File: src/dnds_regs.svh
// Contract
// RL1 - Dwell interval write reloads the timer and latches the selected network as start.
// RL2 - Any dwell interval write reinitialises the timer, whatever is in progress.
// RL3 - Write during a running automatic sequence starts the countdown at once.
// RL4 - Write with no sequence holds the timer until the next sequence warm-up.
// RL5 - Timer counts only with automatic switching enabled, otherwise it freezes.
// RL6 - Dwell write loads the timer even with automatic switching disabled.
// RL7 - A readable bit shows which network hardware currently services.
// RL8 - A readable register returns the time left in the current dwell.
// RL9 - Hardware never starts or aborts sequences on its own.
// RL10 - Software may use the start and abort timers to launch or end sequences.
// RL11 - A network switch includes a blind channel change of about 68 us.
// RL12 - After a switch, search on the new channel with its address set.
// RL13 - Equal channels are detected and both address sets filter at once.
// RL14 - On data indication set a received flag per matching network.
// RL15 - In shared-channel use software ignores the serviced-network bit.
// RL16 - Single network: selected bit zero, second-network registers become scratch storage.
// RL17 - Checksum table entries are 16 bits, lower part first network.
// RL18 - Source search covers only the section of the receiving network.
// RL19 - A 4-bit split level gives the first second-network table index.
// RL20 - Split level resets to 12; single network software keeps 12 or more.
// RL21 - Software stores each checksum in the section of its network.
// RL22 - Every writable register reads back exactly what was last written.
// RL23 - Dwell expiry without packet detection switches network, channel and filter.
// RL24 - Expiry during a packet reception postpones the switch until it ends.
// RL25 - A packet failing frame check or filter toggles the network.
// RL26 - With automatic switching off, serviced network follows the selected bit.
// RL27 - Each performed switch reloads the timer with the programmed interval.
`ifndef DNDS_REGS_SVH
`define DNDS_REGS_SVH
`define DNDS_CTRL_OFS 8'h00
`define DNDS_DWELL_OFS 8'h04
`define DNDS_LEFT_OFS 8'h08
`define DNDS_STAT_OFS 8'h0C
`define DNDS_SPLIT_OFS 8'h10
`define DNDS_CH0_OFS 8'h14
`define DNDS_CH1_OFS 8'h18
`define DNDS_SYN_INT_OFS 8'h1C
`define DNDS_SYN_FRAC_OFS 8'h20
`define DNDS_ID0_OFS 8'h24
`define DNDS_ID1_OFS 8'h28
`define DNDS_SHORT0_OFS 8'h2C
`define DNDS_SHORT1_OFS 8'h30
`define DNDS_LONG0_LO_OFS 8'h34
`define DNDS_LONG0_HI_OFS 8'h38
`define DNDS_LONG1_LO_OFS 8'h3C
`define DNDS_LONG1_HI_OFS 8'h40
`define DNDS_TABLE_OFS 8'h80
`define DNDS_CTRL_ACTIVE_BIT 0
`define DNDS_CTRL_AUTO_BIT 1
`define DNDS_CTRL_COORD0_BIT 2
`define DNDS_CTRL_COORD1_BIT 3
`define DNDS_SPLIT_RST 4'hC
`define DNDS_SYN_INT_RST 8'h00
`define DNDS_SYN_FRAC_RST 16'h0000
`define DNDS_CLK_NS 20
`define DNDS_TICK_NS 1000
`define DNDS_TICK_CYC ((`DNDS_TICK_NS + `DNDS_CLK_NS - 1) / `DNDS_CLK_NS)
`define DNDS_BLIND_NS 68000
`define DNDS_BLIND_CYC (`DNDS_BLIND_NS / `DNDS_CLK_NS)
`define DNDS_BCAST 16'hFFFF
`endif

File: src/dnds_pkg.sv
package dnds_pkg;
  typedef struct packed {
    logic [1:0] dst_mode;
    logic [15:0] dst_net_id;
    logic [15:0] dst_short;
    logic [63:0] dst_long;
  } dnds_rx_t;
  typedef struct packed {
    logic pready;
    logic pslverr;
    logic [31:0] prdata;
  } dnds_apb_rsp_t;
  typedef struct packed {
    logic active_network;
    logic auto_switch_enable;
    logic [1:0] coord;
    logic [15:0] dwell_interval;
    logic [15:0] dwell_time_left;
    logic [5:0] tick;
    logic timer_run;
    logic pend;
    logic [11:0] blind;
    logic [3:0] split;
    logic [1:0][7:0] channel;
    logic [7:0] net1_synth_integer;
    logic [15:0] net1_synth_fraction;
    logic [1:0][15:0] net_id;
    logic [1:0][15:0] short_addr;
    logic [1:0][63:0] long_addr;
    logic [15:0][15:0] table_q;
    logic current_network;
    logic rx_matched_net0_flag;
    logic rx_matched_net1_flag;
    logic shared_channel;
    logic preamble_blind;
    logic net_switch;
    logic data_ind;
    logic rx_drop;
    logic src_hit;
    logic src_done;
    logic [7:0] sel_channel;
    dnds_apb_rsp_t rsp;
  } dnds_state_t;
endpackage

File: src/dnds_top.sv
// The APB slave port and the register offsets were decided locally.
`timescale 1ns/1ns
`default_nettype none
`include "dnds_regs.svh"
module dnds_top (
  input wire logic pclk,
  input wire logic presetn,
  input wire logic psel,
  input wire logic penable,
  input wire logic pwrite,
  input wire logic [7:0] paddr,
  input wire logic [31:0] pwdata,
  output logic [31:0] prdata,
  output logic pready,
  output logic pslverr,
  input wire logic seq_active,
  input wire logic warmup_start,
  input wire logic preamble_search,
  input wire logic rx_busy,
  input wire logic rx_done,
  input wire logic rx_fcs_ok,
  input wire dnds_pkg::dnds_rx_t rx_frame,
  input wire logic src_check,
  input wire logic [15:0] src_checksum,
  output logic current_network,
  output logic [7:0] sel_channel,
  output logic shared_channel,
  output logic preamble_blind,
  output logic net_switch,
  output logic data_ind,
  output logic rx_drop,
  output logic src_hit,
  output logic src_done,
  output logic rx_matched_net0_flag,
  output logic rx_matched_net1_flag
);
  dnds_pkg::dnds_state_t s_r;
  dnds_pkg::dnds_state_t s_nxt;

  function automatic logic addr_ok(
    input dnds_pkg::dnds_rx_t f,
    input logic [15:0] id,
    input logic [15:0] sh,
    input logic [63:0] lg,
    input logic coord
  );
    logic id_ok;
    id_ok = (f.dst_net_id == id) || (f.dst_net_id == `DNDS_BCAST);
    case (f.dst_mode)
      2'h2: addr_ok = id_ok && ((f.dst_short == sh) || (f.dst_short == `DNDS_BCAST));
      2'h3: addr_ok = id_ok && (f.dst_long == lg);
      // No destination: only a coordinator accepts it
      default: addr_ok = coord;
    endcase
  endfunction

  function automatic logic table_search(
    input logic [15:0][15:0] tbl,
    input logic [3:0] lvl,
    input logic net,
    input logic [15:0] cs
  );
    logic hit;
    hit = 1'b0;
    for (int i = 0; i < 16; i++) begin
      if (tbl[i] == cs && (net ? (4'(i) >= lvl) : (4'(i) < lvl))) begin // RL18 RL19
        hit = 1'b1;
      end
    end
    table_search = hit;
  endfunction

  logic acc;
  logic wr;
  logic rd;
  logic mapped;
  logic [31:0] rdata;
  logic tbl_sel;
  logic [3:0] tbl_idx;
  logic dwell_wr;
  logic counting;
  logic expired;
  logic do_switch;
  logic m0;
  logic m1;
  logic pkt_ok;

  assign acc = psel && penable && !s_r.rsp.pready;
  assign wr = psel && penable && s_r.rsp.pready && pwrite;
  assign rd = psel && penable && s_r.rsp.pready && !pwrite;
  assign tbl_sel = (paddr[7:6] == 2'h2) && (paddr[1:0] == 2'h0);
  assign tbl_idx = paddr[5:2];

  always_comb begin
    mapped = 1'b1;
    rdata = 32'h0000_0000;
    if (tbl_sel) begin
      rdata = {16'h0000, s_r.table_q[tbl_idx]};
    end else begin
      case (paddr)
        `DNDS_CTRL_OFS: rdata = {28'h000_0000, s_r.coord, s_r.auto_switch_enable,
                                 s_r.active_network};
        `DNDS_DWELL_OFS: rdata = {16'h0000, s_r.dwell_interval};
        `DNDS_LEFT_OFS: rdata = {16'h0000, s_r.dwell_time_left}; // RL8
        `DNDS_STAT_OFS: rdata = {26'h000_0000, s_r.preamble_blind, s_r.pend,
                                 s_r.shared_channel, s_r.rx_matched_net1_flag,
                                 s_r.rx_matched_net0_flag, s_r.current_network}; // RL7
        `DNDS_SPLIT_OFS: rdata = {28'h000_0000, s_r.split};
        `DNDS_CH0_OFS: rdata = {24'h00_0000, s_r.channel[0]};
        `DNDS_CH1_OFS: rdata = {24'h00_0000, s_r.channel[1]};
        `DNDS_SYN_INT_OFS: rdata = {24'h00_0000, s_r.net1_synth_integer};
        `DNDS_SYN_FRAC_OFS: rdata = {16'h0000, s_r.net1_synth_fraction};
        `DNDS_ID0_OFS: rdata = {16'h0000, s_r.net_id[0]};
        `DNDS_ID1_OFS: rdata = {16'h0000, s_r.net_id[1]};
        `DNDS_SHORT0_OFS: rdata = {16'h0000, s_r.short_addr[0]};
        `DNDS_SHORT1_OFS: rdata = {16'h0000, s_r.short_addr[1]};
        `DNDS_LONG0_LO_OFS: rdata = s_r.long_addr[0][31:0];
        `DNDS_LONG0_HI_OFS: rdata = s_r.long_addr[0][63:32];
        `DNDS_LONG1_LO_OFS: rdata = s_r.long_addr[1][31:0];
        `DNDS_LONG1_HI_OFS: rdata = s_r.long_addr[1][63:32];
        default: mapped = 1'b0;
      endcase
    end
  end

  always_comb begin
    s_nxt = s_r;
    // Two-cycle access: first access cycle prepares the registered answer
    s_nxt.rsp.pready = acc;
    s_nxt.rsp.pslverr = acc && !mapped;
    s_nxt.rsp.prdata = acc ? rdata : 32'h0000_0000;
    dwell_wr = 1'b0;
    if (wr && tbl_sel) begin
      s_nxt.table_q[tbl_idx] = pwdata[15:0]; // RL17 RL21
    end else if (wr) begin
      case (paddr)
        `DNDS_CTRL_OFS: begin
          s_nxt.active_network = pwdata[`DNDS_CTRL_ACTIVE_BIT];
          s_nxt.auto_switch_enable = pwdata[`DNDS_CTRL_AUTO_BIT];
          s_nxt.coord = pwdata[`DNDS_CTRL_COORD1_BIT:`DNDS_CTRL_COORD0_BIT];
        end
        `DNDS_DWELL_OFS: begin
          s_nxt.dwell_interval = pwdata[15:0];
          dwell_wr = 1'b1;
        end
        `DNDS_SPLIT_OFS: s_nxt.split = pwdata[3:0]; // RL19
        `DNDS_CH0_OFS: s_nxt.channel[0] = pwdata[7:0];
        `DNDS_CH1_OFS: s_nxt.channel[1] = pwdata[7:0];
        // Plain storage, scratch when only one network is used
        `DNDS_SYN_INT_OFS: s_nxt.net1_synth_integer = pwdata[7:0]; // RL16
        `DNDS_SYN_FRAC_OFS: s_nxt.net1_synth_fraction = pwdata[15:0]; // RL16
        `DNDS_ID0_OFS: s_nxt.net_id[0] = pwdata[15:0];
        `DNDS_ID1_OFS: s_nxt.net_id[1] = pwdata[15:0];
        `DNDS_SHORT0_OFS: s_nxt.short_addr[0] = pwdata[15:0];
        `DNDS_SHORT1_OFS: s_nxt.short_addr[1] = pwdata[15:0];
        `DNDS_LONG0_LO_OFS: s_nxt.long_addr[0][31:0] = pwdata;
        `DNDS_LONG0_HI_OFS: s_nxt.long_addr[0][63:32] = pwdata;
        `DNDS_LONG1_LO_OFS: s_nxt.long_addr[1][31:0] = pwdata;
        `DNDS_LONG1_HI_OFS: s_nxt.long_addr[1][63:32] = pwdata;
        default: ;
      endcase
    end

    s_nxt.shared_channel = (s_r.channel[0] == s_r.channel[1]); // RL13

    // Dwell countdown in microsecond ticks
    counting = s_r.auto_switch_enable && s_r.timer_run && (s_r.dwell_time_left != 16'h0000);
    if (counting) begin // RL5
      if (s_r.tick == 6'(`DNDS_TICK_CYC - 1)) begin
        s_nxt.tick = 6'h00;
        s_nxt.dwell_time_left = s_r.dwell_time_left - 16'h0001;
      end else begin
        s_nxt.tick = s_r.tick + 6'h01;
      end
    end
    if (warmup_start) begin
      s_nxt.timer_run = 1'b1; // RL4
    end
    expired = s_r.auto_switch_enable && s_r.timer_run && (s_r.dwell_time_left == 16'h0000);
    if (expired) begin
      s_nxt.pend = 1'b1;
    end

    // Filter against the serviced net, or both when channels coincide
    m0 = addr_ok(rx_frame, s_r.net_id[0], s_r.short_addr[0], s_r.long_addr[0], s_r.coord[0])
         && (s_r.shared_channel || !s_r.current_network); // RL12 RL13
    m1 = addr_ok(rx_frame, s_r.net_id[1], s_r.short_addr[1], s_r.long_addr[1], s_r.coord[1])
         && (s_r.shared_channel || s_r.current_network); // RL12 RL13
    pkt_ok = rx_fcs_ok && (m0 || m1);
    s_nxt.data_ind = rx_done && pkt_ok;
    s_nxt.rx_drop = rx_done && !pkt_ok;
    if (rx_done && pkt_ok) begin
      s_nxt.rx_matched_net0_flag = m0; // RL14
      s_nxt.rx_matched_net1_flag = m1; // RL14
    end

    // Pending expiry waits out a packet or any non-search state of an active sequence
    do_switch = s_r.auto_switch_enable &&
                ((rx_done && !pkt_ok) || // RL25
                 ((s_r.pend || expired) &&
                  ((preamble_search && !rx_busy) || !seq_active))); // RL23 RL24
    if (do_switch) begin
      s_nxt.current_network = !s_r.current_network; // RL23
      s_nxt.dwell_time_left = s_r.dwell_interval; // RL27
      s_nxt.tick = 6'h00;
      s_nxt.pend = 1'b0;
      s_nxt.blind = 12'(`DNDS_BLIND_CYC); // RL11
    end else if (s_r.blind != 12'h000) begin
      s_nxt.blind = s_r.blind - 12'h001;
    end
    s_nxt.preamble_blind = (s_nxt.blind != 12'h000); // RL11

    // A dwell write overrides any switch reload in the same cycle
    if (dwell_wr) begin
      s_nxt.dwell_time_left = pwdata[15:0]; // RL1 RL2 RL6
      s_nxt.tick = 6'h00;
      s_nxt.pend = 1'b0;
      s_nxt.current_network = s_r.active_network; // RL1
      s_nxt.timer_run = seq_active; // RL3 RL4
    end
    if (!s_nxt.auto_switch_enable) begin
      s_nxt.current_network = s_nxt.active_network; // RL26
    end
    // A switch overridden by a dwell write or auto off is reported only if the serviced net still changes
    s_nxt.net_switch = do_switch && (s_nxt.current_network != s_r.current_network);

    s_nxt.sel_channel = s_nxt.channel[s_nxt.current_network]; // RL12
    s_nxt.src_done = src_check;
    if (src_check) begin
      s_nxt.src_hit = table_search(s_r.table_q, s_r.split, s_r.current_network,
                                   src_checksum); // RL18
    end
  end

  // No sequence start or abort leaves this block
  always_ff @(posedge pclk or negedge presetn) begin // RL9
    if (!presetn) begin
      s_r <= '0;
      s_r.split <= `DNDS_SPLIT_RST; // RL20
      s_r.net1_synth_integer <= `DNDS_SYN_INT_RST;
      s_r.net1_synth_fraction <= `DNDS_SYN_FRAC_RST;
      s_r.shared_channel <= 1'b1;
    end else begin
      s_r <= s_nxt;
    end
  end

  assign prdata = s_r.rsp.prdata; // RL22
  assign pready = s_r.rsp.pready;
  assign pslverr = s_r.rsp.pslverr;
  assign current_network = s_r.current_network;
  assign sel_channel = s_r.sel_channel;
  assign shared_channel = s_r.shared_channel;
  assign preamble_blind = s_r.preamble_blind;
  assign net_switch = s_r.net_switch;
  assign data_ind = s_r.data_ind;
  assign rx_drop = s_r.rx_drop;
  assign src_hit = s_r.src_hit;
  assign src_done = s_r.src_done;
  assign rx_matched_net0_flag = s_r.rx_matched_net0_flag;
  assign rx_matched_net1_flag = s_r.rx_matched_net1_flag;
endmodule
`default_nettype wire

File: config.mk
export PLATFORM = sky130hd
export DESIGN_NAME = dnds_top
export DESIGN_NICKNAME = d
export VERILOG_FILES = /design/src/dnds_pkg.sv /design/src/dnds_top.sv
export VERILOG_INCLUDE_DIRS = /design/src
export SDC_FILE = /design/constraint.sdc
export NUM_CORES = 1
export LEC_CHECK = 0
export BUFFER_PORTS_ARGS = -buffer_cell sky130_fd_sc_hd__buf_2
export CORE_UTILIZATION = 35
export CTS_CLUSTER_SIZE = 30
export DETAILED_ROUTE_END_ITERATION = 10
export SLEW_MARGIN = 20
export SYNTH_ARGS = -nofsm -noshare
export SYNTH_HDL_FRONTEND = slang
export SYNTH_SLANG_ARGS = --single-unit
File: constraint.sdc
create_clock -name pclk -period 6.9 [get_ports pclk]
set_clock_uncertainty 0.15 [all_clocks]
set_input_delay 0.345 -clock pclk [delete_from_list [all_inputs] [get_ports pclk]]
set_output_delay 0.345 -clock pclk [all_outputs]
set_load 0.005 [all_outputs]
### Word level (Yosys, flattened, before mapping)

Index checks and enable logic that the tools add are counted.

| word-level totals | value |
|---|---|
| logic and storage cells | 298 |
| input bits | 166 |
| output and inout bits | 52 |
| register bits | 600 |

| operators by class | value |
|---|---|
| $lt $le $gt $ge | 35 |
| $add $sub $neg | 3 |
| multiplexer cells | 80 |
| reduce and logical (&&, ||, !) cells | 81 |
| bitwise operators | 1 |
| equality and inequality tests | 46 |

Operators by type and width:

| cell | count |
|---|---|
| $pmux W32 S17 | 1 |
| $mux W232 | 2 |
| $eq A16 B16 Y1 | 20 |
| $bwmux W256 | 1 |
| $mux W32 | 6 |
| $mux W16 | 9 |
| $eq A64 B64 Y1 | 2 |
| $bmux W16 S4 | 1 |
| $demux W16 S4 | 1 |
| $eq A8 B6 Y1 const B | 8 |
| $mux W22 | 2 |
| $mux W1 | 43 |
| $logic_and A1 B1 Y1 | 40 |
| $mux W20 | 2 |
| $mux W8 | 5 |
| $reduce_and A3 Y1 | 13 |
| $eq A16 B16 Y1 const B | 2 |
| $eq A8 B5 Y1 const B | 4 |
| $ge A4 B4 Y1 const A | 8 |
| $lt A4 B4 Y1 const A | 8 |
| $mux W12 | 2 |
| $mux W24 | 1 |
| $reduce_bool A12 Y1 | 2 |
| $reduce_or A17 Y1 | 1 |
| other kinds (32) | 62 |

### Logic depth before layout (Yosys ltp)

| depth | value |
|---|---|
| depth in word-level cells | 19 |
| gate-level depth with buffers | 14 |
| depth with buffers taken out | 12 |

### Worst setup path after synthesis

OpenSTA, ideal clock, no wires.

| timing path | value |
|---|---|
| path type | reg2reg |
| start | reg s_r[564] (netlist bit) |
| end | reg s_r, in the netlist sel_channel[4] |
| slack | 4.134 ns |
| arrival | 2.481 ns |
| path buffers | 2 |
| clock period less this slack | 2.766 ns |
| library setup time | 0.135 ns |
| stages on the path, launching flop included | 15 |
| data required time | 6.615 ns |
| cells stage by stage | dfrtp_1 -> inv_1 -> ha_1 -> nor3b_1 -> and3_1 -> and3b_1 -> a31oi_1 -> a21oi_1 -> o21ai_0 -> o31a_2 -> buf_12 -> xnor2_4 -> nor2b_4 -> buf_6 -> a21oi_1 |

RTL lines:

| what | RTL line | source |
|---|---|---|
| start, declared | dnds_top.sv:37 | `dnds_pkg::dnds_state_t s_r;` |
| start signal, assigned | dnds_top.sv:244 | `s_r <= s_nxt;` |

### Worst setup path in the final report

| timing path | value |
|---|---|
| start | reg s_r[414] (netlist bit) |
| end | reg s_r[572] (netlist bit) |

| between the ends | value |
|---|---|
| word-level cells in the longest chain between the ends | 12 |
| elaborated cells between the ends (all ways) | 15 |
| classes of those cells | eq/ne: 1; mux: 3; reduce/logical: 11 |

RTL lines:

| what | RTL line | source |
|---|---|---|
| $eq A64 B64 Y1 * | dnds_top.sv:51 | `2'h3: addr_ok = id_ok && (f.dst_long == lg);` |
| $logic_and A1 B1 Y1 * | dnds_top.sv:51 |  |
| $pmux W1 S2 * | dnds_top.sv:49 | `case (f.dst_mode)` |
| $logic_and A1 B1 Y1 * | dnds_top.sv:188 | `&& (s_r.shared_channel \|\| s_r.current_network);` |
| $logic_or A1 B1 Y1 * | dnds_top.sv:189 | `pkt_ok = rx_fcs_ok && (m0 \|\| m1);` |
| $logic_and A1 B1 Y1 * | dnds_top.sv:189 |  |
| $logic_not A1 Y1 * | dnds_top.sv:199 | `((rx_done && !pkt_ok) \|\|` |
| $logic_and A1 B1 Y1 * | dnds_top.sv:199 |  |
| $logic_or A1 B1 Y1 * | dnds_top.sv:199 |  |
| $logic_and A1 B1 Y1 * | dnds_top.sv:198 | `do_switch = s_r.auto_switch_enable &&` |
| $reduce_bool A3 Y1 (no source line) or $mux W22 (tied branches) | n/a |  |
| $reduce_and A2 Y1 (no source line) or $mux W24 (tied branches) | n/a |  |

Every way passes the cells marked *; elsewhere a longest branch is shown, timed or not.
A chain may end at the register's enable or synchronous reset.

==> key figures <==
Synthesis
  • Ranking of synthesized cells by area: dfrtp_1, mux2_2, xor2_1, xnor2_1, mux4_2
  • XOR/XNOR Fraction of Synth Area: 13.5%
  • EDFF count, synth: 0
  • Ys flop type: dfrtp_1
  • Post-Synthesis Cell Area: between 30000 and 40000 um^2
  • Post-synthesis sequential area ratio: a little under half
  • Simple logic cell fraction of the synthesized area: 7.77%
  • Compound-Gate Fraction of Synth Area: 5.99%
  • Synthesized Nets: approximately 2.8k
  • Syn Inst Count: 2662
  • Yosys reg bits: 600
  • Yosys cell types: 71
  • Main combinational cell family by area after synthesis: multiplexers
  • Yosys top cell area share: 45.8%
  • Mux cell area share after synthesis: 23.2%
  • Post-Synth Adder-Cell Area: 0.192%
  • Avg Inst Size Synth: 12.3 um^2
  • Synth warn: 0
  • Async S/R FF share, synth: 100%
  • Yosys top cell by area: dfrtp_1

Clocking
  • Setup Fix Bufs, Post-CTS: 0
  • CTS Hold Bufs: 21
  • Post-CTS sizing: 0
  • Clock slew at reported path FFs: 0.06 ns
  • CTS Root Cell: clkbuf_16
  • CTS sink cnt: 600
  • CTS tree: done
  • Clk buf depth: 3
  • Worst-skew pair later-pin latency: 0.64 ns
  • H-Tree Depth: 3
  • Cts bufs inserted: 69

Min path
  • Hold path endpoint: rx_drop
  • Critical hold path startpoint: rx_fcs_ok
  • Hold depth: 3
  • Worst Hold Class: in -> reg

STA
  • Sum Neg Setup Slack: 0 ns
  • Fin crit period: 4.31 ns
  • Slew HR: 18.0%
  • Unrepaired setup endpoints after global routing: no
  • PnR worst setup slack: 2.59 ns
  • # setup viols final: 0
  • Max-slew violation count: 0
  • WHS: between 0.007 and 0.008 ns
  • Fin. Hold Viols: 0
  • Fin crit share: roughly 63%
  • Least-Margin Pin Slew: 1.22 ns
  • Fmax achieved: 232 MHz

Placement
  • Dpl hpwl: 81900 um
  • Post-placement cell area: 34700 um^2
  • GPL Wtd Cong: 0.990
  • Dpl ws: 2.65 ns
  • I/O Buffers: 217

Setup path
  • FF-to-FF Start: s_r[414]
  • R2r setup slk: 2.59 ns
  • Reg-to-reg endpoint: s_r[572]
  • CP max stage cell: nor4_1
  • R2r worst-path depth: 11
  • CP peak stage delay: between 0.6 and 0.7 ns
  • CP startpoint kind: flop
  • Setup CP Type: reg -> reg
  • Worst-path maximum fanout: 19
  • Critical Path Most Common Cell: nor4_1
  • Critical Path RT: around 7.3 ns
  • Cell chain of the critical path: xor2_1 > nor4_1 > nand4_1 > nor4_1 > nor2_1 > o31ai_2 > o31a_2 > buf_4 > mux2i_1 > o211ai_2 > o21a_1
  • Crit path DAT: 4.69 ns
  • Buf+Inv Stages, Crit Path: 1
  • Top Family by Delay on Critical Path: simple AND/OR/NAND/NOR gates
  • Crit end category: flop

Floorplan
  • Starting Density: 35.5%
  • Die width: 307 um
  • Core area: 91900 um^2
  • Ports: 218
  • Die Footprint: 94400 um^2
  • Rows: 111
  • Die height: 307 um

Final layout
  • Fill cells: approximately 9k
  • Fin area: between 30000 and 40000 um^2
  • Layout cells sized above 1: about a third
  • Syn-to-layout area delta: 14.6%
  • Core Util, Final: 40.7%
  • Area occupied by multi-input gates: 16600 um^2
  • Nets: approximately 3k
  • FF+latch area: 15000 um^2

Drt
  • Wire length on met1: a little under 50000 um
  • Final ANT Viol Nets: 0
  • DRC Markers: 0
  • Metal2 WL: 55000 um
  • Drt pass-1 iters: 5
  • Met3 wire length: 7170 um
  • DRT Wirelength: 116000 um
  • Via density per instance: 5.72
  • Via count: 23.4k
  • Top routing layer in use: met5
  • Routed WL per cell: roughly 28 um
  • 1st-iter DRT viols: 2442

Global route
  • Number of global-route vias before repair: 23.4k
  • Global-route wire length before repair: 168000 um
  • Largest net degree at the start of global routing: 170
  • Initial antenna violation count: 4
  • GRT overflow: 0
  • Total GRT Usage: 24.4%

Power
  • Maximum vdd ir drop: 0.154 mV
  • Leak Pwr: 17.5 nW
  • PwrDens: 225 nW/um^2

Flow run
  • Max Cap Viol: 0

Outcome
  • Outcome: finished, final reports clean
## Yosys cell counts, types with 6 or more instances
library cell,instances
dfrtp_1,597
mux2_2,492
xor2_1,284
xnor2_1,214
clkbuf_1,120
nand2_1,107
nor4_1,86
a22oi_1,81
nand4_1,81
mux4_2,80
nor2_1,76
buf_4,42
a21oi_1,36
o21ai_0,34
buf_2,29
nand3_1,24
a22o_1,23
mux2i_1,23
a221oi_1,21
nor3_1,19
buf_1,18
inv_1,18
o21a_1,12
nand2b_1,10
nor3_2,10
o211ai_1,9
o22ai_1,9
o311ai_0,8
a222oi_1,6
a31oi_1,6
and2_1,6
## cells by family after synthesis
group / after synthesis
compound gates: 269
simple gates: 463
flops: 600
mux: 595
buf+inv: 231
xor+xnor: 499
fa+ha+maj: 5
## where the power goes
| part | leakage, nW | internal [mW] | switching, mW |
|---|---|---|---|
| clock | 1.23 | 2.49 | 1.62 |
| combinational | 7.96 | 0.231 | 0.443 |
| sequential | 8.28 | 3.57 | 0.0645 |
## sequential cells by signal (all words and copies together) (netlist names)
| name | cells |
|---|---|
| rx_matched_net0_flag | 1 |
| shared_channel | 1 |
| prdata | 32 |
| s_r | 548 |
| pslverr | 1 |
| data_ind | 1 |
| pready | 1 |
| rx_drop | 1 |
| src_done | 1 |
| src_hit | 1 |
| current_network | 1 |
| preamble_blind | 1 |
| sel_channel | 8 |
| net_switch | 1 |
| rx_matched_net1_flag | 1 |
## layout make-up
cell class | count | share of cell area [%]
clock inverters | 36 | 1.56
well taps | 1243 | 4.16
inverters | 19 | 0.191
diodes | 4 | 0.0268
flip-flops and latches | 600 | 40.2
multi-input cells | 1831 | 44.4
clock buffers | 88 | 5.16
repair buffers | 274 | 4.33
## metrics by stage
step / std cells / power (mW)
after global placement: 3946 / 4.36
after CTS: 4091 / 8.47
after global routing: 4091 / 8.66
after floorplan: 2662 / 4.03
final: 4095 / 8.42
after detailed placement: 3946 / 4.36
## layer usage
metal	global-route usage, %	up-vias
li1	-	9919
met5	0	-
met4	8.94	2
met3	3.34	189
met2	39.7	973
met1	33.1	12331
## cell usage in the layout, fill, tap and decap left out, types with 70 or more instances in the layout
| cell type | synthesis | final |
|---|---|---|
| a22oi_1 | 81 | 81 |
| buf_2 | 29 | 214 |
| clkbuf_16 | 0 | 70 |
| dfrtp_1 | 597 | 597 |
| mux2_2 | 492 | 492 |
| mux4_2 | 80 | 80 |
| nand2_1 | 107 | 107 |
| nand4_1 | 81 | 81 |
| nor4_1 | 86 | 86 |
| xnor2_1 | 214 | 214 |
| xor2_1 | 284 | 284 |
## worst register-to-register path: stages, from the launching register on
cell and delay, ns:
dfrtp_1 0.46, xor2_1 0.18, nor4_1 0.63, nand4_1 0.30, nor4_1 0.56, nor2_1 0.12, o31ai_2 0.40, o31a_2 0.54
buf_4 0.38, mux2i_1 0.28, o211ai_2 0.09, o21a_1 0.12
## how the worst max path moves through the flow
stage	start	endpoint	depth (start not counted)
after floorplan	s_r[564]	sel_channel[4]	14
after global placement	paddr[0]	s_r[203]	8
after detailed placement	rx_frame[42]	s_r[572]	12
after CTS	s_r[414]	s_r[576]	11
after global routing	s_r[314]	s_r[573]	11
final	s_r[414]	s_r[572]	11
Note: power is estimated with default switching activity, not from simulation.
